`config.mk`:
```
export PLATFORM = sky130hd
export DESIGN_NAME = fbe_encoder
export DESIGN_NICKNAME = d
export VERILOG_FILES = /design/src/logic/fbe_pkg.sv /design/src/logic/fbe_fifo.sv /design/src/logic/fbe_encoder.sv
export SDC_FILE = /design/constraint.sdc
export NUM_CORES = 1
export LEC_CHECK = 0
export BUFFER_PORTS_ARGS = -buffer_cell sky130_fd_sc_hd__buf_2
export CORE_MARGIN = 10
export CORE_UTILIZATION = 40
export CTS_CLUSTER_SIZE = 10
export DETAILED_ROUTE_END_ITERATION = 7
export MAX_ROUTING_LAYER = met4
export PLACE_DENSITY = 0.68
export SYNTH_ARGS = -nofsm -noshare
export SYNTH_HDL_FRONTEND = slang
export SYNTH_SLANG_ARGS = --single-unit
```
`constraint.sdc`:
```
create_clock -name aclk -period 4.09 [get_ports aclk]
set_input_delay 0.818 -clock aclk [delete_from_list [all_inputs] [get_ports aclk]]
set_output_delay 0.818 -clock aclk [all_outputs]
set_load 0.005 [all_outputs]
```
`src/logic/fbe_pkg.sv`:
```
// Shared constants, types and register map of the frame bit-stream encoder
package fbe_pkg;

   // ****************************************
   // Timing
   // ****************************************
   localparam int unsigned CLK_PERIOD_PS  = 25000;
   localparam int unsigned BIT_TIME_PS    = 100000;
   // Longest whole count of clocks within one bit, at least one
   localparam int unsigned BIT_CYCLES     =
      (BIT_TIME_PS / CLK_PERIOD_PS) < 1 ? 1 : (BIT_TIME_PS / CLK_PERIOD_PS);
   localparam logic [15:0] BIT_LEN_RESET  = 16'(BIT_CYCLES);
   localparam logic [15:0] TSS_LEN_RESET  = 16'h0005;
   localparam int unsigned CHANNELS       = 2;
   localparam int unsigned FIFO_DEPTH     = 16;
   localparam int unsigned BYTE_BITS      = 8;

   // ****************************************
   // Register map (byte addresses)
   // ****************************************
   localparam logic [7:0]  REG_CTRL       = 8'h00;
   localparam logic [7:0]  REG_BIT_LEN    = 8'h04;
   localparam logic [7:0]  REG_TSS_LEN    = 8'h08;
   localparam logic [7:0]  REG_STATUS     = 8'h0c;

   localparam int unsigned CTRL_RUN_POS   = 0;
   localparam int unsigned CTRL_SINGLE_POS = 1;
   localparam int unsigned CTRL_SEL_B_POS = 2;
   localparam logic [31:0] CTRL_MASK      = 32'h0000_0007;
   localparam logic [31:0] CTRL_RESET     = 32'h0000_0000;
   localparam logic [31:0] LEN_MASK       = 32'h0000_ffff;
   localparam int unsigned STAT_BUSY_POS  = 0;
   localparam int unsigned STAT_FIFO_POS  = 4;

   localparam logic [1:0]  RESP_OKAY      = 2'b00;
   localparam logic [1:0]  RESP_SLVERR    = 2'b10;

   // ****************************************
   // Types
   // ****************************************
   typedef enum logic [3:0] {
      ST_IDLE, ST_TSS, ST_FSS, ST_BSS_H, ST_BSS_L, ST_DATA,
      ST_FES_L, ST_FES_H, ST_DTS_LOW, ST_DTS_HIGH
   } fbe_state_type;

   typedef struct packed {
      logic       tx_data_line;
      logic       tx_enable_line;
   } fbe_pins_type;

   typedef struct packed {
      logic       tx_req;
      logic       dynamic;
      logic       stop_req;
   } fbe_mac_type;

   typedef struct packed {
      logic       decoding_halted;
      logic       frame_sent;
      logic       dts_start;
      logic       decoding_started;
   } fbe_event_type;

   typedef struct packed {
      logic       last;
      logic [7:0] data;
   } fbe_byte_type;

endpackage : fbe_pkg

```
`src/logic/fbe_fifo.sv`:
```
// Flip-flop FIFO with valid and ready on both sides and a synchronous clear
`timescale 1ns/1ps
module fbe_fifo #(
   parameter int unsigned WIDTH = 9,
   parameter int unsigned DEPTH = 16
) (
   input  wire logic             aclk,
   input  wire logic             aresetn,
   input  wire logic             clear,
   input  wire logic             in_valid,
   input  wire logic [WIDTH-1:0] in_data,
   output      logic             in_ready,
   output      logic             out_valid,
   output      logic [WIDTH-1:0] out_data,
   input  wire logic             out_ready
);
   localparam int unsigned AW = (DEPTH > 1) ? $clog2(DEPTH) : 1;
   localparam logic [AW:0] FULL_CNT = (AW+1)'(DEPTH);
   localparam logic [AW-1:0] LAST_IDX = AW'(DEPTH - 1);

   logic [WIDTH-1:0] mem_r [DEPTH];
   logic [AW-1:0]    wr_ptr_r;
   logic [AW-1:0]    rd_ptr_r;
   logic [AW:0]      count_r;
   logic [AW:0]      count_nxt;
   logic             push;
   logic             pop;

   assign push     = in_valid & in_ready;
   assign pop      = out_valid & out_ready;
   assign out_data = mem_r[rd_ptr_r];

   always_comb
   begin
      count_nxt = count_r;
      if (push && !pop)
         count_nxt = count_r + 1'b1;
      else if (pop && !push)
         count_nxt = count_r - 1'b1;
   end

   always_ff @(posedge aclk)
   begin
      if (push)
         mem_r[wr_ptr_r] <= in_data;
   end

   always_ff @(posedge aclk)
   begin
      if (!aresetn || clear)
      begin
         wr_ptr_r  <= '0;
         rd_ptr_r  <= '0;
         count_r   <= '0;
         in_ready  <= 1'b1;
         out_valid <= 1'b0;
      end
      else
      begin
         if (push)
            wr_ptr_r <= (wr_ptr_r == LAST_IDX) ? '0 : wr_ptr_r + 1'b1;
         if (pop)
            rd_ptr_r <= (rd_ptr_r == LAST_IDX) ? '0 : rd_ptr_r + 1'b1;
         count_r   <= count_nxt;
         in_ready  <= (count_nxt != FULL_CNT);
         out_valid <= (count_nxt != '0);
      end
   end
endmodule : fbe_fifo

```
`src/logic/fbe_encoder.sv`:
```
// Two-channel frame bit-stream encoder with AXI4-Lite control registers
`timescale 1ns/1ps
module fbe_encoder #(
   parameter int unsigned FIFO_DEPTH = fbe_pkg::FIFO_DEPTH
) (
   input  wire logic                   aclk,
   input  wire logic                   aresetn,
   // AXI4-Lite slave
   input  wire logic [7:0]             s_axi_awaddr,
   input  wire logic                   s_axi_awvalid,
   output      logic                   s_axi_awready,
   input  wire logic [31:0]            s_axi_wdata,
   input  wire logic [3:0]             s_axi_wstrb,
   input  wire logic                   s_axi_wvalid,
   output      logic                   s_axi_wready,
   output      logic [1:0]             s_axi_bresp,
   output      logic                   s_axi_bvalid,
   input  wire logic                   s_axi_bready,
   input  wire logic [7:0]             s_axi_araddr,
   input  wire logic                   s_axi_arvalid,
   output      logic                   s_axi_arready,
   output      logic [31:0]            s_axi_rdata,
   output      logic [1:0]             s_axi_rresp,
   output      logic                   s_axi_rvalid,
   input  wire logic                   s_axi_rready,
   // Frame bytes per channel
   input  wire logic [1:0]             byte_valid,
   input  wire fbe_pkg::fbe_byte_type [1:0] byte_in,
   output      logic [1:0]             byte_ready,
   // Media access requests and encoder events per channel
   input  wire fbe_pkg::fbe_mac_type [1:0]  mac_req,
   output      fbe_pkg::fbe_event_type [1:0] enc_event,
   // Bus driver pins per channel
   output      fbe_pkg::fbe_pins_type [1:0] bd_pins
);
   import fbe_pkg::*;

   // ****************************************
   // Register file
   // ****************************************
   logic [31:0] ctrl_r;
   logic [31:0] bit_len_r;
   logic [31:0] tss_len_r;
   logic [7:0]  awaddr_r;
   logic [31:0] wdata_r;
   logic [3:0]  wstrb_r;
   logic        aw_have_r;
   logic        w_have_r;
   logic [1:0]  busy;
   logic [1:0]  fifo_has;
   logic [1:0]  chan_on;
   logic [15:0] bit_len;
   logic [15:0] tss_len;

   function automatic logic [31:0] merge(input logic [31:0] old,
                                         input logic [31:0] nw,
                                         input logic [3:0]  strb);
      logic [31:0] res;
      res = old;
      for (int i = 0; i < 4; i++)
         if (strb[i])
            res[i*8 +: 8] = nw[i*8 +: 8];
      return res;
   endfunction : merge

   // Address and data may arrive in either order
   always_ff @(posedge aclk)
   begin
      if (!aresetn)
      begin
         s_axi_awready <= 1'b1;
         s_axi_wready  <= 1'b1;
         aw_have_r     <= 1'b0;
         w_have_r      <= 1'b0;
         awaddr_r      <= '0;
         wdata_r       <= '0;
         wstrb_r       <= '0;
      end
      else
      begin
         if (s_axi_awvalid && s_axi_awready)
         begin
            awaddr_r      <= s_axi_awaddr;
            aw_have_r     <= 1'b1;
            s_axi_awready <= 1'b0;
         end
         if (s_axi_wvalid && s_axi_wready)
         begin
            wdata_r      <= s_axi_wdata;
            wstrb_r      <= s_axi_wstrb;
            w_have_r     <= 1'b1;
            s_axi_wready <= 1'b0;
         end
         if (aw_have_r && w_have_r)
         begin
            aw_have_r <= 1'b0;
            w_have_r  <= 1'b0;
         end
         if (s_axi_bvalid && s_axi_bready)
         begin
            s_axi_awready <= 1'b1;
            s_axi_wready  <= 1'b1;
         end
      end
   end

   always_ff @(posedge aclk)
   begin
      if (!aresetn)
      begin
         ctrl_r       <= CTRL_RESET;
         bit_len_r    <= 32'(BIT_LEN_RESET);
         tss_len_r    <= 32'(TSS_LEN_RESET);
         s_axi_bvalid <= 1'b0;
         s_axi_bresp  <= RESP_OKAY;
      end
      else
      begin
         if (aw_have_r && w_have_r)
         begin
            s_axi_bvalid <= 1'b1;
            s_axi_bresp  <= RESP_OKAY;
            if (awaddr_r == REG_CTRL)
               ctrl_r <= merge(ctrl_r, wdata_r, wstrb_r) & CTRL_MASK;
            else if (awaddr_r == REG_BIT_LEN)
               bit_len_r <= merge(bit_len_r, wdata_r, wstrb_r) & LEN_MASK;
            else if (awaddr_r == REG_TSS_LEN)
               tss_len_r <= merge(tss_len_r, wdata_r, wstrb_r) & LEN_MASK;
            else if (awaddr_r != REG_STATUS)
               s_axi_bresp <= RESP_SLVERR;
         end
         else if (s_axi_bvalid && s_axi_bready)
            s_axi_bvalid <= 1'b0;
      end
   end

   always_ff @(posedge aclk)
   begin
      if (!aresetn)
      begin
         s_axi_arready <= 1'b1;
         s_axi_rvalid  <= 1'b0;
         s_axi_rdata   <= '0;
         s_axi_rresp   <= RESP_OKAY;
      end
      else if (s_axi_arvalid && s_axi_arready)
      begin
         s_axi_arready <= 1'b0;
         s_axi_rvalid  <= 1'b1;
         s_axi_rresp   <= RESP_OKAY;
         s_axi_rdata   <= '0;
         if (s_axi_araddr == REG_CTRL)
            s_axi_rdata <= ctrl_r;
         else if (s_axi_araddr == REG_BIT_LEN)
            s_axi_rdata <= bit_len_r;
         else if (s_axi_araddr == REG_TSS_LEN)
            s_axi_rdata <= tss_len_r;
         else if (s_axi_araddr == REG_STATUS)
         begin
            s_axi_rdata[STAT_BUSY_POS +: 2] <= busy;
            s_axi_rdata[STAT_FIFO_POS +: 2] <= fifo_has;
         end
         else
            s_axi_rresp <= RESP_SLVERR;
      end
      else if (s_axi_rvalid && s_axi_rready)
      begin
         s_axi_rvalid  <= 1'b0;
         s_axi_arready <= 1'b1;
      end
   end

   assign bit_len = (bit_len_r[15:0] == '0) ? 16'h0001 : bit_len_r[15:0];
   assign tss_len = (tss_len_r[15:0] == '0) ? 16'h0001 : tss_len_r[15:0];

   // single mode keeps only selected channel
   assign chan_on[0] = ctrl_r[CTRL_RUN_POS] &
                       (!ctrl_r[CTRL_SINGLE_POS] || !ctrl_r[CTRL_SEL_B_POS]);
   assign chan_on[1] = ctrl_r[CTRL_RUN_POS] &
                       (!ctrl_r[CTRL_SINGLE_POS] || ctrl_r[CTRL_SEL_B_POS]);

   // ****************************************
   // Channel encoders
   // ****************************************
   fbe_state_type state_r   [CHANNELS];
   logic [15:0]   bit_cnt_r [CHANNELS];
   logic [15:0]   tss_cnt_r [CHANNELS];
   logic [2:0]    bit_idx_r [CHANNELS];
   logic [7:0]    shift_r   [CHANNELS];
   logic          last_r    [CHANNELS];
   logic          dyn_r     [CHANNELS];
   logic          min_done_r[CHANNELS];
   logic          stop_pend_r[CHANNELS];
   logic          tick      [CHANNELS];
   logic          fetch     [CHANNELS];
   logic          pop       [CHANNELS];
   logic          f_valid   [CHANNELS];
   fbe_byte_type  f_data    [CHANNELS];

   for (genvar ch = 0; ch < CHANNELS; ch++)
   begin : g_chan
      fbe_fifo #(
         .WIDTH ($bits(fbe_byte_type)),
         .DEPTH (FIFO_DEPTH)
      ) u_fifo (
         .aclk      (aclk),
         .aresetn   (aresetn),
         .clear     (!chan_on[ch]),
         .in_valid  (byte_valid[ch]),
         .in_data   (byte_in[ch]),
         .in_ready  (byte_ready[ch]),
         .out_valid (f_valid[ch]),
         .out_data  (f_data[ch]),
         .out_ready (pop[ch])
      );

      // advance when bit count completes, except leaving ST_IDLE on tx_req and ST_DTS_LOW on stop_req
      assign tick[ch]  = (bit_cnt_r[ch] == bit_len - 16'h0001);
      assign fetch[ch] = tick[ch] &&
                         ((state_r[ch] == ST_FSS) ||
                          (state_r[ch] == ST_DATA && bit_idx_r[ch] == 3'h7
                           && !last_r[ch]));
      assign pop[ch]   = fetch[ch] & f_valid[ch];
      assign busy[ch]     = (state_r[ch] != ST_IDLE);
      assign fifo_has[ch] = f_valid[ch];

      always_ff @(posedge aclk)
      begin
         if (!aresetn || !chan_on[ch])
         begin
            state_r[ch]      <= ST_IDLE;
            bit_cnt_r[ch]    <= '0;
            tss_cnt_r[ch]    <= '0;
            bit_idx_r[ch]    <= '0;
            shift_r[ch]      <= '0;
            last_r[ch]       <= 1'b0;
            dyn_r[ch]        <= 1'b0;
            min_done_r[ch]   <= 1'b0;
            stop_pend_r[ch]  <= 1'b0;
            bd_pins[ch]      <= '{tx_data_line: 1'b1, tx_enable_line: 1'b1};
            enc_event[ch]    <= '0;
         end
         else
         begin
            enc_event[ch] <= '0;
            bit_cnt_r[ch] <= tick[ch] ? '0 : bit_cnt_r[ch] + 16'h0001;
            // line changes at bit boundaries, except on tx_req in ST_IDLE and on stop_req in ST_DTS_LOW
            case (state_r[ch])
               ST_IDLE:
                  if (mac_req[ch].tx_req)
                  begin
                     enc_event[ch].decoding_halted <= 1'b1;
                     state_r[ch]     <= ST_TSS;
                     bit_cnt_r[ch]   <= '0;
                     tss_cnt_r[ch]   <= '0;
                     dyn_r[ch]       <= mac_req[ch].dynamic;
                     last_r[ch]      <= 1'b0;
                     bd_pins[ch]     <= '{tx_data_line: 1'b0,
                                          tx_enable_line: 1'b0};
                  end
               ST_TSS:
                  if (tick[ch])
                  begin
                     if (tss_cnt_r[ch] == tss_len - 16'h0001)
                     begin
                        state_r[ch]              <= ST_FSS;
                        bd_pins[ch].tx_data_line <= 1'b1;
                     end
                     else
                        tss_cnt_r[ch] <= tss_cnt_r[ch] + 16'h0001;
                  end
               ST_FSS, ST_DATA:
                  if (fetch[ch] && f_valid[ch])
                  begin
                     shift_r[ch]              <= f_data[ch].data;
                     last_r[ch]               <= f_data[ch].last;
                     state_r[ch]              <= ST_BSS_H;
                     bd_pins[ch].tx_data_line <= 1'b1;
                  end
                  else if (fetch[ch] || (tick[ch] && state_r[ch] == ST_DATA
                           && bit_idx_r[ch] == 3'h7))
                  begin
                     state_r[ch]              <= ST_FES_L;
                     bd_pins[ch].tx_data_line <= 1'b0;
                  end
                  else if (tick[ch] && state_r[ch] == ST_DATA)
                  begin
                     bit_idx_r[ch]            <= bit_idx_r[ch] + 3'h1;
                     shift_r[ch]              <= {shift_r[ch][6:0], 1'b0};
                     bd_pins[ch].tx_data_line <= shift_r[ch][6];
                  end
               ST_BSS_H:
                  if (tick[ch])
                  begin
                     state_r[ch]              <= ST_BSS_L;
                     bd_pins[ch].tx_data_line <= 1'b0;
                  end
               ST_BSS_L:
                  if (tick[ch])
                  begin
                     state_r[ch]              <= ST_DATA;
                     bit_idx_r[ch]            <= '0;
                     bd_pins[ch].tx_data_line <= shift_r[ch][7];
                  end
               ST_FES_L:
                  if (tick[ch])
                  begin
                     state_r[ch]              <= ST_FES_H;
                     bd_pins[ch].tx_data_line <= 1'b1;
                  end
               ST_FES_H:
                  if (tick[ch])
                  begin
                     enc_event[ch].frame_sent <= 1'b1;
                     if (dyn_r[ch])
                     begin
                        state_r[ch]              <= ST_DTS_LOW;
                        min_done_r[ch]           <= 1'b0;
                        stop_pend_r[ch]          <= 1'b0;
                        enc_event[ch].dts_start  <= 1'b1;
                        bd_pins[ch].tx_data_line <= 1'b0;
                     end
                     else
                     begin
                        state_r[ch]                    <= ST_IDLE;
                        enc_event[ch].decoding_started <= 1'b1;
                        bd_pins[ch].tx_enable_line     <= 1'b1;
                     end
                  end
               ST_DTS_LOW:
               begin
                  if (mac_req[ch].stop_req)
                     stop_pend_r[ch] <= 1'b1;
                  if (tick[ch])
                     min_done_r[ch] <= 1'b1;
                  if ((min_done_r[ch] || tick[ch]) &&
                      (stop_pend_r[ch] || mac_req[ch].stop_req))
                  begin
                     // data high, enable one bit later
                     state_r[ch]              <= ST_DTS_HIGH;
                     bit_cnt_r[ch]            <= '0;
                     bd_pins[ch].tx_data_line <= 1'b1;
                  end
               end
               ST_DTS_HIGH:
                  if (tick[ch])
                  begin
                     state_r[ch]                    <= ST_IDLE;
                     enc_event[ch].decoding_started <= 1'b1;
                     bd_pins[ch].tx_enable_line     <= 1'b1;
                  end
               default:
                  state_r[ch] <= ST_IDLE;
            endcase
         end
      end
   end : g_chan

endmodule : fbe_encoder

```
* Word level (Yosys, flattened, before mapping) *
Memory sizes are Yosys's and may differ from the RTL's. A register that Yosys moved wholly into a read port is not among the register bits.
Index checks and enable logic that the tools add are counted.

word-level totals
  bits of input ports = 85
  memories = 11
  output and inout port bits = 55
  bits in registers = 146
  word-level logic and storage cells = 550
  bits in writable memories = 390

memories
  name                    depth  width  read ports  clocked after Yosys merged registers in  wr ports  RTL line            RTL
  g_chan[0].u_fifo.mem_r  16     9      1           1                                        1         fbe_fifo.sv:21      logic [WIDTH-1:0] mem_r [DEPTH];
  g_chan[1].u_fifo.mem_r  16     9      1           1                                        1         fbe_fifo.sv:21
  bit_cnt_r               2      16     2           0                                        2         fbe_encoder.sv:186  logic [15:0] bit_cnt_r [CHANNELS];
  tss_cnt_r               2      16     2           0                                        2         fbe_encoder.sv:187  logic [15:0] tss_cnt_r [CHANNELS];
  shift_r                 2      8      2           0                                        2         fbe_encoder.sv:189  logic [7:0] shift_r [CHANNELS];
  state_r                 2      4      2           0                                        2         fbe_encoder.sv:185  fbe_state_type state_r [CHANNELS];
  5 more memories         n/a    n/a    n/a         n/a                                      n/a       n/a

cells by class
  add/sub/neg operators = 16
  equality and inequality tests = 60
  multiplexer cells = 270
  bitwise operators = 71
  reductions and logical operators = 82

operator list
  cell                     number
  $mux W16                 16
  $mux W1                  184
  $mux W4                  32
  $add A16 B1 Y16 const B  4
  $eq A16 B16 Y1           4
  $or A1 B1 Y1             56
  $ne A2 B2 Y1 const B     22
  $mux W2                  17
  $eq A4 B3 Y1 const B     8
  $eq A4 B4 Y1 const B     8
  $logic_not A16 Y1        2
  $mux W8                  4
  $sub A16 B1 Y16 const B  2
  $eq A8 B4 Y1 const B     3
  $logic_and A1 B1 Y1      24
  $reduce_and A11 Y1       2
  $mux W5                  4
  $reduce_and A5 Y1        4
  $reduce_or A10 Y1        2
  $mux W3                  6
  $add A4 B1 Y4 const B    4
  $eq A4 B2 Y1 const B     4
  $eq A8 B3 Y1 const B     2
  $logic_not A8 Y1         2
  other kinds (26)         83

* Depth between registers and ports, before layout *
Gate-level depths: netlist of run 1.

  word-level depth = 21
  gate-level depth with buffers = 16
  gate-level depth less buffers = 13

* Hierarchy *
A second synthesis of run 1 with hierarchy kept.

unflattened totals
  cell total of the unflattened synthesis = 1985
  area, all modules = 24752.5 µm²

modules (own cells, without submodules)
  module                       area each (µm²)  cells an instance  seq. area each (µm²)  times used
  fbe_encoder                  11752.5          1349               4864.7                1
  fbe_fifo (g_chan[1].u_fifo)  6501.2           319                4704.5                1
  fbe_fifo (g_chan[0].u_fifo)  6498.7           317                4704.5                1

* Worst setup path before layout of run 1 *
OpenSTA, ideal clock, no wires.

  kind = reg-to-reg
  from = reg bit_len_r[10]
  to = mem tss_cnt_r[0][0], enable pin
  clock period less this slack = 4524 ps
  cell stages (with the launch flop) = 16
  data required time = 3718 ps
  path buffers = 4
  library setup time = 372 ps
  setup slack = -434 ps
  data arrival time = 4153 ps
  cell sequence = dfxtp_1 -> buf_6 -> nor4_1 -> a41oi_1 -> ha_1 -> or3b_1 -> clkbuf_1 -> or3_1 -> xor2_1 -> o21ai_0 -> nor4_1 -> and3_1 -> buf_2 -> nand3_1 -> clkbuf_1 -> nand2_1

RTL lines
  element                 RTL line            RTL
  from (decl)             fbe_encoder.sv:42   logic [31:0] bit_len_r;
  from (signal assigned)  fbe_encoder.sv:112  bit_len_r <= 32'(BIT_LEN_RESET);
  from (signal assigned)  fbe_encoder.sv:126  bit_len_r <= merge(bit_len_r, wdata_r, wstrb_r) & LEN_MASK;
  to (decl)               fbe_encoder.sv:187

==> results_tabular.tex, run 1 <==
\begin{tabular}{lr}
\hline
Metric & Value \\
\hline
\multicolumn{2}{l}{\textbf{Synthesis}} \\
\quad Number of warning messages in the yosys log & 0 \\
\quad Most instantiated flip-flop cell in the synthesis netlist & sky130\_fd\_sc\_hd\_\_edfxtp\_1 \\
\quad Yosys reg bits & around 530 \\
\quad Yosys cell types & 91 \\
\quad Proportion of netlist area held by the largest area contributor & 45.5\% \\
\quad EDFF count, synth & 374 \\
\quad Post-synthesis instance total & 2021 \\
\quad Most frequent cell after synthesis & sky130\_fd\_sc\_hd\_\_edfxtp\_1 \\
\quad Sequential fraction of the synthesis area & between 50\% and 60\% \\
\quad Library cell occupying the most area in the post-synthesis netlist & sky130\_fd\_sc\_hd\_\_edfxtp\_1 \\
\quad Fraction of synthesis flops using an asynchronous set or reset pin & 0\% \\
\quad Post-synthesis average cell area & 12.2 sq um \\
\quad Combined area of all synthesized cells & 0.0247 sq mm \\
\quad Cell types with the largest area share after synthesis & sky130\_fd\_sc\_hd\_\_edfxtp\_1 46\%, sky130\_fd\_sc\_hd\_\_dfxtp\_1 12\%, sky130\_fd\_sc\_hd\_\_mux4\_2 8.3\% \\
\quad Top cells by count, synth & 374 x sky130\_fd\_sc\_hd\_\_edfxtp\_1, 210 x sky130\_fd\_sc\_hd\_\_nand2\_1, 160 x sky130\_fd\_sc\_hd\_\_nor2\_1 \\
\multicolumn{2}{l}{\textbf{Worst setup path}} \\
\quad Crit-path leading delay family & simple AND/OR/NAND/NOR gates \\
\quad Critical Path Source Type & flop \\
\quad Number of buffer and inverter stages on the critical path & 3 \\
\quad Arrival time at the worst endpoint & between 4000 and 5000 ps \\
\quad Cells along the critical path & or4\_4 > nor4\_4 > a21oi\_2 > ha\_2 > buf\_4 > xnor2\_2 > buf\_4 > xnor2\_1 > a2111oi\_2 > o211ai\_1 > nor4\_2 > buf\_4 > a41o\_1 > a31oi\_1 > nor3\_2 > or4\_4 \\
\quad Critical-path maximum fanout & 5 \\
\quad End of the worst register-to-register path & state\_r[0][0] \\
\quad Startpoint of the lowest-slack register-to-register path & tss\_len\_r[3] \\
\quad Worst Setup EP & state\_r[0][0] \\
\quad Most frequent CP cell & sky130\_fd\_sc\_hd\_\_buf\_4 \\
\quad Critical path's largest stage delay & about 570 ps \\
\quad Crit path kind & flop to flop \\
\quad Total number of cells along the worst setup path & 16 \\
\quad Crit-path slowest cell & sky130\_fd\_sc\_hd\_\_or4\_4 \\
\quad Number of cell instances on the worst register-to-register path & 16 \\
\quad Worst reg-to-reg setup slack & $\sim$170 ps \\
\quad Crit path launch & tss\_len\_r[3] \\
\quad Endpoint class of the critical path & flop \\
\quad Required arrival time at the worst endpoint & 4420 ps \\
\multicolumn{2}{l}{\textbf{Place}} \\
\quad IO Port Bufs & 103 \\
\quad Routability Congestion & around 0.9 \\
\quad DP Wirelength & 42400 um \\
\quad Placed Cells incl. Taps & 2911 \\
\quad Placement-stage cell area & about 0.026 sq mm \\
\multicolumn{2}{l}{\textbf{Power}} \\
\quad Sequential power share & 52.0\% \\
\quad Peak supply drop & about 0.00036 V \\
\quad Net switching fraction of the power & 20.8\% \\
\quad Areal power density over the cells & just under 400 mW/mm\^{}2 \\
\quad Switching power & about 2300 uW \\
\quad Clock power share & 45.8\% \\
\quad Fraction of power consumed by combinational cells & between 2 and 2.5\% \\
\quad Internal Pwr Total & 8780 uW \\
\quad Overall power after layout & approximately 11000 uW \\
\quad LEAKAGE & 0.00974 uW \\
\multicolumn{2}{l}{\textbf{Worst hold path}} \\
\quad Worst min-delay path class & input port to flop \\
\quad Hold path startpoint & s\_axi\_wvalid \\
\multicolumn{2}{l}{\textbf{Floorplan}} \\
\quad Row Count & 90 \\
\quad Boundary pin count & 140 \\
\quad Starting Density & between 40 and 50\% \\
\quad Die W & between 200 and 300 um \\
\quad Core outline area & 0.0607 sq mm \\
\quad Die height & 268 um \\
\quad Overall die area & just over 0.07 sq mm \\
\multicolumn{2}{l}{\textbf{Timing}} \\
\quad Final setup skew & 26.3 ps \\
\quad Max Clock Freq & approximately 250 MHz \\
\quad Period utilization & 96.0\% \\
\quad Max-slew violation total from the final report & 0 \\
\quad Final critical-path required period & 3920 ps \\
\quad Worst hold slack after final layout & $\sim$400 ps \\
\quad Final hold viol count & 0 \\
\quad Worst-case headroom to the max-slew limit & 31.6\% \\
\quad Endpoints failing setup & 0 \\
\quad Slew at the pin closest to its max-slew limit & 1020 ps \\
\multicolumn{2}{l}{\textbf{Clocking}} \\
\quad Maximum level of the CTS H-tree & 2 \\
\quad Number of clock sinks & 526 \\
\quad CTS buffer count & 61 \\
\quad Clk slew on worst S/H paths & 60 ps \\
\quad TritonCTS clock tree & yes \\
\quad Buffers from clock root to sink, at most & 3 \\
\quad Source-to-sink clock delay at the later pin of the worst-skew pair & 630 ps \\
\quad CTS root buf & sky130\_fd\_sc\_hd\_\_clkbuf\_16 \\
\multicolumn{2}{l}{\textbf{Detailed routing}} \\
\quad Total Wirelength & 60100 um \\
\quad DR pass1 iterations & 5 \\
\quad Number of antenna-violating nets in the routed design & 0 \\
\quad Number of violations reported at the end of detailed-routing iteration 0 & 1528 \\
\quad Post-detailed-route DRC marker count & 0 \\
\quad Vias after detailed routing & about 17000 \\
\quad Wire length per cell after detailed routing & 19.9 um \\
\quad Avg Vias per Cell & 5.50 \\
\multicolumn{2}{l}{\textbf{Global routing}} \\
\quad First-pass GRT wire length & $\sim$94000 um \\
\quad Global-route usage over all layers & 17.0\% \\
\quad Total congestion overflow & 0 \\
\quad Vias in the first global route & 16800 \\
\quad Antenna violations before repair & 3 \\
\quad Largest net degree at the start of global routing & between 80 and 90 \\
\multicolumn{2}{l}{\textbf{Layout}} \\
\quad Final Instance Area & 0.0285 sq mm \\
\quad Final nets & 2303 \\
\quad Non-filler instance count after layout & around 3000 \\
\quad Post-synthesis to final-layout area growth & 15.5\% \\
\quad Number of fill cells & 5318 \\
\quad Fraction of the core area covered by cells at the end of the flow & 46.9\% \\
\quad Layout cell share with drive strength beyond 1 & a little under a fifth \\
\multicolumn{2}{l}{\textbf{Run}} \\
\quad Max capacitance violation total & 0 \\
\multicolumn{2}{l}{\textbf{Status}} \\
\quad Status & finished, final reports clean \\
\hline
\end{tabular}
[worst min path at each step]
stage / endpoint / depth (start not counted) / slack [ps]
global placement: awaddr_r[5] / 2 / 460
floorplan: awaddr_r[6] / 2 / 440
detailed placement: bd_pins[2] / 2 / 460
global route: s_axi_wready / 2 / 410
CTS: s_axi_wready / 2 / 370
finish: s_axi_wready / 2 / 400
[through the flow]
stage	setup WS [ps]	setup TNS, ps
global placement	-61.4	-1290
CTS	5.38	0
finish	166	0
detailed placement	-153	-4440
floorplan	4.52	0
global route	-30.6	-263
[final cells by class]
type	count	area, sq um	share of cell area [%]
Timing Repair Buffer	208	1350	4.72
Tap cell	782	978	3.43
Sequential cell	526	14300	50.1
Antenna cell	3	7.51	0.0264
Clock inverter	8	125	0.439
Multi-Input combinational cell	1341	9790	34.4
Clock buffer	104	1750	6.14
Inverter	56	210	0.738
[layout by cell type (no fill, tap or decap), types with 10 or more instances in the layout]
cell,netlist,layout
sky130_fd_sc_hd__a31oi_1,13,13
sky130_fd_sc_hd__buf_2,8,103
sky130_fd_sc_hd__xnor2_1,66,65
sky130_fd_sc_hd__nor2b_1,36,36
sky130_fd_sc_hd__nor4_1,26,20
sky130_fd_sc_hd__mux2i_1,15,15
sky130_fd_sc_hd__or4_1,14,10
sky130_fd_sc_hd__nor2_1,160,160
sky130_fd_sc_hd__mux4_2,91,91
sky130_fd_sc_hd__nand3_1,69,68
sky130_fd_sc_hd__and2_1,19,19
sky130_fd_sc_hd__nor3_1,64,62
sky130_fd_sc_hd__xor2_1,56,56
sky130_fd_sc_hd__dfxtp_1,152,150
sky130_fd_sc_hd__nand2_1,210,208
sky130_fd_sc_hd__nand4_1,27,27
sky130_fd_sc_hd__o21ai_0,64,63
sky130_fd_sc_hd__o31ai_1,10,10
sky130_fd_sc_hd__o211ai_1,13,13
sky130_fd_sc_hd__nand2b_1,14,14
sky130_fd_sc_hd__a22oi_1,18,18
sky130_fd_sc_hd__ha_1,24,23
sky130_fd_sc_hd__a21boi_0,60,60
sky130_fd_sc_hd__clkbuf_1,77,38
sky130_fd_sc_hd__conb_1,2,34
sky130_fd_sc_hd__inv_1,55,55
sky130_fd_sc_hd__a21oi_1,55,54
sky130_fd_sc_hd__buf_4,21,101
sky130_fd_sc_hd__or3_1,13,13
sky130_fd_sc_hd__clkbuf_16,0,62
sky130_fd_sc_hd__edfxtp_1,374,374
sky130_fd_sc_hd__and3_1,33,33
[timing repair]
action                     in CTS  in global routing
gates resized for setup         4                 21
pin swaps                       2                 12
hold buffers                    0                  0
setup endpoints to repair      41                104
gates cloned                    0                  1
buffers inserted                0                  1
[state kept, by name (all words and copies together), names as in the netlist, 3 cells and up, named ones only]
| register | flops |
|---|---|
| awaddr_r | 8 |
| bd_pins | 4 |
| bit_cnt_r | 32 |
| bit_idx_r | 6 |
| bit_len_r | 16 |
| ctrl_r | 3 |
| enc_event | 8 |
| g_chan.u_fifo.count_r | 10 |
| g_chan.u_fifo.mem_r | 288 |
| g_chan.u_fifo.rd_ptr_r | 8 |
| g_chan.u_fifo.wr_ptr_r | 8 |
| s_axi_rdata | 16 |
| shift_r | 16 |
| state_r | 8 |
| tss_cnt_r | 32 |
| tss_len_r | 16 |
| wdata_r | 16 |
[cell families (layout without fill, tap and decap cells)]
kind of cell | count (synthesis) | count (layout) | share of synthesized area [%]
simple gates | 732 | 732 | 14.7
flops | 526 | 526 | 57.9
compound gates | 314 | 314 | 8.66
buf+inv | 186 | 376 | 3.54
xor+xnor | 128 | 128 | 4.90
mux | 109 | 109 | 9.05
fa+ha+maj | 24 | 24 | 1.22
other cells | 2 | 37 | 0.0304
[power groups by stage]
stage	clock network (uW)	registers, uW	logic (uW)
final	5070	5760	245
after global routing	5410	5760	273
after CTS	5190	5760	244
after detailed placement	0	5870	242
after global placement	0	5870	232
after floorplan	0	5860	145
[routing by layer]
layer,GRT usage (%),vias up,part of all wire [%]
met3,2.90,137,6.1
met2,28.0,516,49
met5,-,-,0
met4,6.07,0,3.2
li1,-,7835,-
met1,21.0,8158,42
(Power assumes the default switching activity.)
==> run 2, diff against run 1 <==
==> constraint.sdc (replaced) <==
create_clock -name aclk -period 4.09 [get_ports aclk]
set_input_delay 0.2045 -clock aclk [delete_from_list [all_inputs] [get_ports aclk]]
set_output_delay 0.2045 -clock aclk [all_outputs]
set_load 0.005 [all_outputs]
==> run 2 against run 1 <==
Against the previous run: sequential power about the same; register-to-register slack got worse by 30 ps; worst hold slack got worse by 270 ps.
==> results_tabular.tex, run 2 (same netlist as run 1, synthesis figures left out) <==
\begin{tabular}{lr}
\hline
Metric & Value \\
\hline
\multicolumn{2}{l}{\textbf{Worst setup path}} \\
\quad Arrival time at the worst endpoint & roughly 4300 ps \\
\quad Critical Path Source Type & flop \\
\quad Required arrival time at the worst endpoint & between 4000 and 5000 ps \\
\quad Crit-path slowest cell & sky130\_fd\_sc\_hd\_\_or4\_4 \\
\quad Cells along the critical path & or4\_4 > nor4\_4 > a21oi\_2 > ha\_2 > buf\_4 > xnor2\_2 > buf\_4 > xnor2\_1 > a2111oi\_2 > o211ai\_1 > nor4\_2 > buf\_4 > a41o\_1 > a31oi\_1 > nor3\_2 > or4\_4 \\
\quad Number of buffer and inverter stages on the critical path & 3 \\
\quad Crit path kind & flop to flop \\
\quad Startpoint of the lowest-slack register-to-register path & tss\_len\_r[2] \\
\quad Critical-path maximum fanout & 5 \\
\quad Critical path's largest stage delay & 550 ps \\
\quad Crit path launch & tss\_len\_r[2] \\
\quad Most frequent CP cell & sky130\_fd\_sc\_hd\_\_buf\_4 \\
\quad Endpoint class of the critical path & flop \\
\quad Crit-path leading delay family & simple AND/OR/NAND/NOR gates \\
\multicolumn{2}{l}{\textbf{Detailed routing}} \\
\quad Total Wirelength & just under 60000 um \\
\quad Number of violations reported at the end of detailed-routing iteration 0 & 1222 \\
\quad Avg Vias per Cell & $\sim$5.5 \\
\quad Wire length per cell after detailed routing & between 15 and 20 um \\
\quad Post-detailed-route DRC marker count & 0 \\
\quad Number of antenna-violating nets in the routed design & 0 \\
\quad DR pass1 iterations & 5 \\
\quad Vias after detailed routing & 16800 \\
\multicolumn{2}{l}{\textbf{Timing}} \\
\quad Final critical-path required period & between 3000 and 4000 ps \\
\quad Endpoints failing setup & 0 \\
\quad Max Clock Freq & 253 MHz \\
\quad Period utilization & 96.6\% \\
\quad Final setup skew & 69.2 ps \\
\quad Max-slew violation total from the final report & 0 \\
\quad Final hold viol count & 0 \\
\quad Final critical-path setup slack & approximately 140 ps \\
\quad Worst-case headroom to the max-slew limit & between 20\% and 30\% \\
\quad Slew at the pin closest to its max-slew limit & 1100 ps \\
\multicolumn{2}{l}{\textbf{Layout}} \\
\quad Post-synthesis to final-layout area growth & 17.8\% \\
\quad Final nets & 2359 \\
\quad Number of flip-flops in the largest register & between 200 and 300 \\
\quad Commonest non-fill, non-tap cells in the layout & 374 x sky130\_fd\_sc\_hd\_\_edfxtp\_1, 208 x sky130\_fd\_sc\_hd\_\_nand2\_1, 160 x sky130\_fd\_sc\_hd\_\_nor2\_1, 149 x sky130\_fd\_sc\_hd\_\_dfxtp\_1, 103 x sky130\_fd\_sc\_hd\_\_buf\_2 \\
\quad Non-filler instance count after layout & between 3000 and 4000 \\
\quad Register with the most flip-flops & g\_chan.u\_fifo.mem\_r \\
\quad Final Instance Area & 0.0291 sq mm \\
\quad Most common cell after layout, fill and taps aside & sky130\_fd\_sc\_hd\_\_edfxtp\_1 \\
\quad Layout cell share with drive strength beyond 1 & a little under a fifth \\
\quad Number of fill cells & 5269 \\
\quad Top flop regs & g\_chan.u\_fifo.mem\_r x288, bit\_cnt\_r x32, tss\_cnt\_r x32 \\
\multicolumn{2}{l}{\textbf{Floorplan}} \\
\quad Row Count & 90 \\
\quad Overall die area & 0.0720 sq mm \\
\quad Boundary pin count & 140 \\
\quad Die W & 268 um \\
\quad Starting Density & 40.6\% \\
\quad Core outline area & 0.0607 sq mm \\
\quad Die height & 268 um \\
\multicolumn{2}{l}{\textbf{Clocking}} \\
\quad Number of clock sinks & $\sim$530 \\
\quad Clk slew on worst S/H paths & 60 ps \\
\quad CTS root buf & sky130\_fd\_sc\_hd\_\_clkbuf\_16 \\
\quad CTS buffer count & 61 \\
\quad Buffers from clock root to sink, at most & 3 \\
\quad TritonCTS clock tree & yes \\
\quad Maximum level of the CTS H-tree & 2 \\
\quad Source-to-sink clock delay at the later pin of the worst-skew pair & 650 ps \\
\multicolumn{2}{l}{\textbf{Run}} \\
\quad Max capacitance violation total & 0 \\
\multicolumn{2}{l}{\textbf{Global routing}} \\
\quad Global-route usage over all layers & 16.9\% \\
\quad Largest net degree at the start of global routing & 86 \\
\quad Antenna violations before repair & 2 \\
\quad First-pass GRT wire length & 94700 um \\
\quad Total congestion overflow & 0 \\
\quad Vias in the first global route & 17100 \\
\multicolumn{2}{l}{\textbf{Power}} \\
\quad LEAKAGE & 0.00996 uW \\
\quad Areal power density over the cells & 381 mW/mm\^{}2 \\
\quad Peak supply drop & 0.000399 V \\
\multicolumn{2}{l}{\textbf{Worst hold path}} \\
\quad Worst min-delay path class & input port to flop \\
\quad Hold path startpoint & s\_axi\_araddr[3] \\
\multicolumn{2}{l}{\textbf{Place}} \\
\quad DP Wirelength & between 40000 and 50000 um \\
\quad Routability Congestion & 0.907 \\
\quad Placed Cells incl. Taps & 2897 \\
\quad Placement Setup Slack & -128 ps \\
\quad Placement-stage cell area & 0.0264 sq mm \\
\quad IO Port Bufs & between 100 and 150 \\
\multicolumn{2}{l}{\textbf{Status}} \\
\quad Status & finished, final reports clean \\
\hline
\end{tabular}
[run 2: cell types whose count changed in the layout (fill, tap and decap cells not counted), sizes merged]
cell,change
diode,-1
nand2,+1
dlygate4sd3,+63
buf,-8
clkinv,+1
clkbuf,-4
[run 2: path summary, 6_finish.rpt]
kind,end,cells past startpoint,slack [ps]
setup / recovery,state_r[0][2],16,140
hold / removal,s_axi_rdata[5],4,130
setup reg to reg,state_r[0][2],16,140
hold reg to reg,bd_pins[2],2,470
[run 2: per-stage QoR]
step                      hold slack (ps)  total power (uW)  util (%)  setup TNS [ps]
after floorplan                       303              6000         -               0
after global routing                  130             11400      47.9           -23.1
final                                 132             11100      47.9               0
after global placement                421              6100      43.5            -827
after detailed placement              426              6110      43.5           -1970
after CTS                            89.1             11200      47.6               0
[run 2: layout make-up]
type                       count  area [sq um]  share of cell area, %
sequential                   526         14300                   49.1
multi-input combinational   1342          9840                   33.9
timing repair buffer         263          1910                   6.57
clock buffer                 100          1700                   5.86
tap                          782           978                   3.37
inverter                      56           210                  0.723
clock inverter                 9           135                  0.465
antenna                        2          5.00                 0.0172
[run 2: power breakdown]
group	switching (uW)	total (uW)	internal, uW	leakage, uW
combinational	160	293	133	0.00421
sequential	33.9	5760	5730	0.00486
clock	2130	5020	2890	0.000879
total	2320	11100	8750	0.00996
[run 2: routing by layer]
layer | routed length (um) | track usage, %
met1 | 25600 | 21.3
met2 | 28900 | 27.4
met3 | 3420 | 2.84
met4 | 1800 | 5.68
met5 | 0 | -
[run 2: tightest hold or removal path, delay by kind of cell]
family | cells | cell delay [ps]
AO/OA/AOI/OAI | 2 | 210
buffers and inverters | 1 | 180
AND/OR/NAND/NOR | 1 | 120
[run 2: what timing repair did]
| item | in CTS | in global routing |
|---|---|---|
| setup buffers | 1 | 6 |
| gates cloned | 0 | 2 |
| setup endpoints to repair | 57 | 139 |
| endpoints found under the hold margin | 327 | 0 |
| gates resized for setup | 4 | 30 |
| pin swaps | 2 | 13 |
| hold buffers | 63 | 0 |
==> run 3, diff against run 2 <==
- MAX_ROUTING_LAYER: met4 -> not set
==> run 3 against run 2 <==
Against the previous run: non-clock buffer count down 13; design area decreased by 0.27%; clock power barely moved; maximum frequency increased by 1.4%; critical path depth decreased by 2; global-route usage down 0.44 points; cell count down 0.42%; sequential share of layout area increased by 0.13 points.
==> results_tabular.tex, run 3 (same netlist as run 1, synthesis figures left out) <==
\begin{tabular}{lr}
\hline
Metric & Value \\
\hline
\multicolumn{2}{l}{\textbf{Worst setup path}} \\
\quad Critical Path Source Type & flop \\
\quad Required arrival time at the worst endpoint & 4440 ps \\
\quad Crit path launch & bit\_len\_r[11] \\
\quad Startpoint of the lowest-slack register-to-register path & bit\_len\_r[11] \\
\quad Critical-path maximum fanout & 8 \\
\quad Endpoint class of the critical path & flop \\
\quad Crit path kind & flop to flop \\
\quad Arrival time at the worst endpoint & 4250 ps \\
\multicolumn{2}{l}{\textbf{Timing}} \\
\quad Endpoints failing setup & 0 \\
\quad Final setup skew & 57.1 ps \\
\quad Max-slew violation total from the final report & 0 \\
\quad Max Clock Freq & 257 MHz \\
\quad Final hold viol count & 0 \\
\quad Final critical-path required period & 3900 ps \\
\quad Slew at the pin closest to its max-slew limit & 1190 ps \\
\quad Period utilization & 95.3\% \\
\quad Worst-case headroom to the max-slew limit & 20.5\% \\
\multicolumn{2}{l}{\textbf{Clocking}} \\
\quad TritonCTS clock tree & yes \\
\quad Number of clock sinks & 526 \\
\quad CTS root buf & sky130\_fd\_sc\_hd\_\_clkbuf\_16 \\
\quad Maximum level of the CTS H-tree & 2 \\
\quad Clk slew on worst S/H paths & 60 ps \\
\quad CTS buffer count & 61 \\
\quad Buffers from clock root to sink, at most & 3 \\
\quad Source-to-sink clock delay at the later pin of the worst-skew pair & 650 ps \\
\multicolumn{2}{l}{\textbf{Power}} \\
\quad Areal power density over the cells & 383 mW/mm\^{}2 \\
\quad Peak supply drop & 0.000338 V \\
\quad LEAKAGE & 0.00991 uW \\
\quad Overall power after layout & 11100 uW \\
\multicolumn{2}{l}{\textbf{Place}} \\
\quad DP Wirelength & 41700 um \\
\quad Routability Congestion & 0.902 \\
\quad IO Port Bufs & 103 \\
\quad Placed Cells incl. Taps & 2891 \\
\quad Placement-stage cell area & 0.0264 sq mm \\
\multicolumn{2}{l}{\textbf{Floorplan}} \\
\quad Core outline area & 0.0607 sq mm \\
\quad Die height & 268 um \\
\quad Row Count & 90 \\
\quad Die W & 268 um \\
\quad Overall die area & approximately 0.07 sq mm \\
\quad Starting Density & 40.6\% \\
\quad Boundary pin count & between 100 and 150 \\
\multicolumn{2}{l}{\textbf{Layout}} \\
\quad Post-synthesis to final-layout area growth & 17.5\% \\
\quad Non-filler instance count after layout & 3067 \\
\quad Final nets & 2346 \\
\quad Final Instance Area & $\sim$0.029 sq mm \\
\quad Antenna diode instance count & 0 \\
\quad Layout cell share with drive strength beyond 1 & 18.1\% \\
\quad Register with the most flip-flops & g\_chan.u\_fifo.mem\_r \\
\quad Number of flip-flops in the largest register & approximately 290 \\
\quad Most common cell after layout, fill and taps aside & sky130\_fd\_sc\_hd\_\_edfxtp\_1 \\
\quad Top flop regs & g\_chan.u\_fifo.mem\_r x288, bit\_cnt\_r x32, tss\_cnt\_r x32 \\
\quad Commonest non-fill, non-tap cells in the layout & 374 x sky130\_fd\_sc\_hd\_\_edfxtp\_1, 208 x sky130\_fd\_sc\_hd\_\_nand2\_1, 160 x sky130\_fd\_sc\_hd\_\_nor2\_1, 150 x sky130\_fd\_sc\_hd\_\_dfxtp\_1, 103 x sky130\_fd\_sc\_hd\_\_buf\_2 \\
\multicolumn{2}{l}{\textbf{Status}} \\
\quad Status & finished, final reports clean \\
\multicolumn{2}{l}{\textbf{Detailed routing}} \\
\quad Post-detailed-route DRC marker count & 0 \\
\quad Avg Vias per Cell & 5.51 \\
\quad Total Wirelength & 60300 um \\
\quad Number of antenna-violating nets in the routed design & 0 \\
\quad Number of violations reported at the end of detailed-routing iteration 0 & between 1000 and 1500 \\
\quad DR pass1 iterations & 5 \\
\quad Wire length per cell after detailed routing & 19.7 um \\
\quad Vias after detailed routing & 16900 \\
\multicolumn{2}{l}{\textbf{Run}} \\
\quad Max capacitance violation total & 0 \\
\multicolumn{2}{l}{\textbf{Worst hold path}} \\
\quad Hold path startpoint & s\_axi\_araddr[3] \\
\quad Worst min-delay path class & input port to flop \\
\multicolumn{2}{l}{\textbf{Global routing}} \\
\quad Vias in the first global route & 17000 \\
\quad Total congestion overflow & 0 \\
\quad Global-route usage over all layers & 16.4\% \\
\quad Largest net degree at the start of global routing & 86 \\
\quad First-pass GRT wire length & roughly 94000 um \\
\quad Antenna violations before repair & 1 \\
\hline
\end{tabular}
## run 3: changes by cell type in the layout (fill, tap and decap cells not counted), sizes merged
cell | previous run | this run
buf | 200 | 187
nand2 | 212 | 211
inv | 55 | 56
clkinv | 9 | 7
clkbuf | 100 | 103
or4 | 18 | 19
diode | 2 | 0
## run 3: routing by layer
metal	global-route usage, %	wire (um)	up-vias
li1	-	-	7912
met1	20.8	25400	8319
met2	28.0	29700	537
met3	2.88	3610	118
met4	5.78	1540	2
met5	0	20	-
## run 3: final timing paths
path | to | slack (ps) | depth (start not counted)
max reg2reg | state_r[0][1] | 190 | 14
max | state_r[0][1] | 190 | 14
min reg2reg | bd_pins[2] | 470 | 2
min | s_axi_rdata[5] | 110 | 4
## run 3: layout make-up
cell class | count | area (sq um)
inverters | 56 | 210
flip-flops and latches | 526 | 14300
multi-input cells | 1342 | 9860
clock buffers | 103 | 1720
clock inverters | 8 | 130
fillers | 5238 | 31700
repair buffers | 250 | 1810
well taps | 782 | 978
## run 3: through the flow
step           setup TNS [ps]  util (%)  setup slack (ps)  hold WS [ps]
2_1_floorplan               0         -              4.52           303
3_3_place_gp                0      43.4              62.9           421
3_5_place_dp            -15.1      43.4             -3.80           431
4_1_cts                     0      47.5              1.95          79.7
5_1_grt                 -23.0      47.8             -6.33           139
6_report                    0      47.8               192           113
## run 3: what timing repair did
item	CTS	global route
buffers inserted	0	1
hold endpoints to repair	327	0
pin swaps	0	8
hold buffers	63	0
gates cloned	0	1
resized for setup	2	24
setup endpoints to repair	20	161
## run 3: report_power, final
part	internal, uW	switching, uW	total, uW
logic	133	162	295
clock network	2920	2120	5030
registers	5730	34.7	5760
## run 3: worst max-delay path, stage by stage, from the launching register on
cell and delay [ps]:
sky130_fd_sc_hd__dfxtp_1 380, sky130_fd_sc_hd__nor4_4 80, sky130_fd_sc_hd__a41oi_2 250, sky130_fd_sc_hd__ha_1 200
sky130_fd_sc_hd__or3b_1 380, sky130_fd_sc_hd__buf_4 190, sky130_fd_sc_hd__or3_1 390, sky130_fd_sc_hd__o2111ai_1 230
sky130_fd_sc_hd__a211o_1 170, sky130_fd_sc_hd__nor3_2 80, sky130_fd_sc_hd__and3_1 240, sky130_fd_sc_hd__buf_4 180
sky130_fd_sc_hd__o21ai_1 170, sky130_fd_sc_hd__o41ai_2 100, sky130_fd_sc_hd__or4_4 570
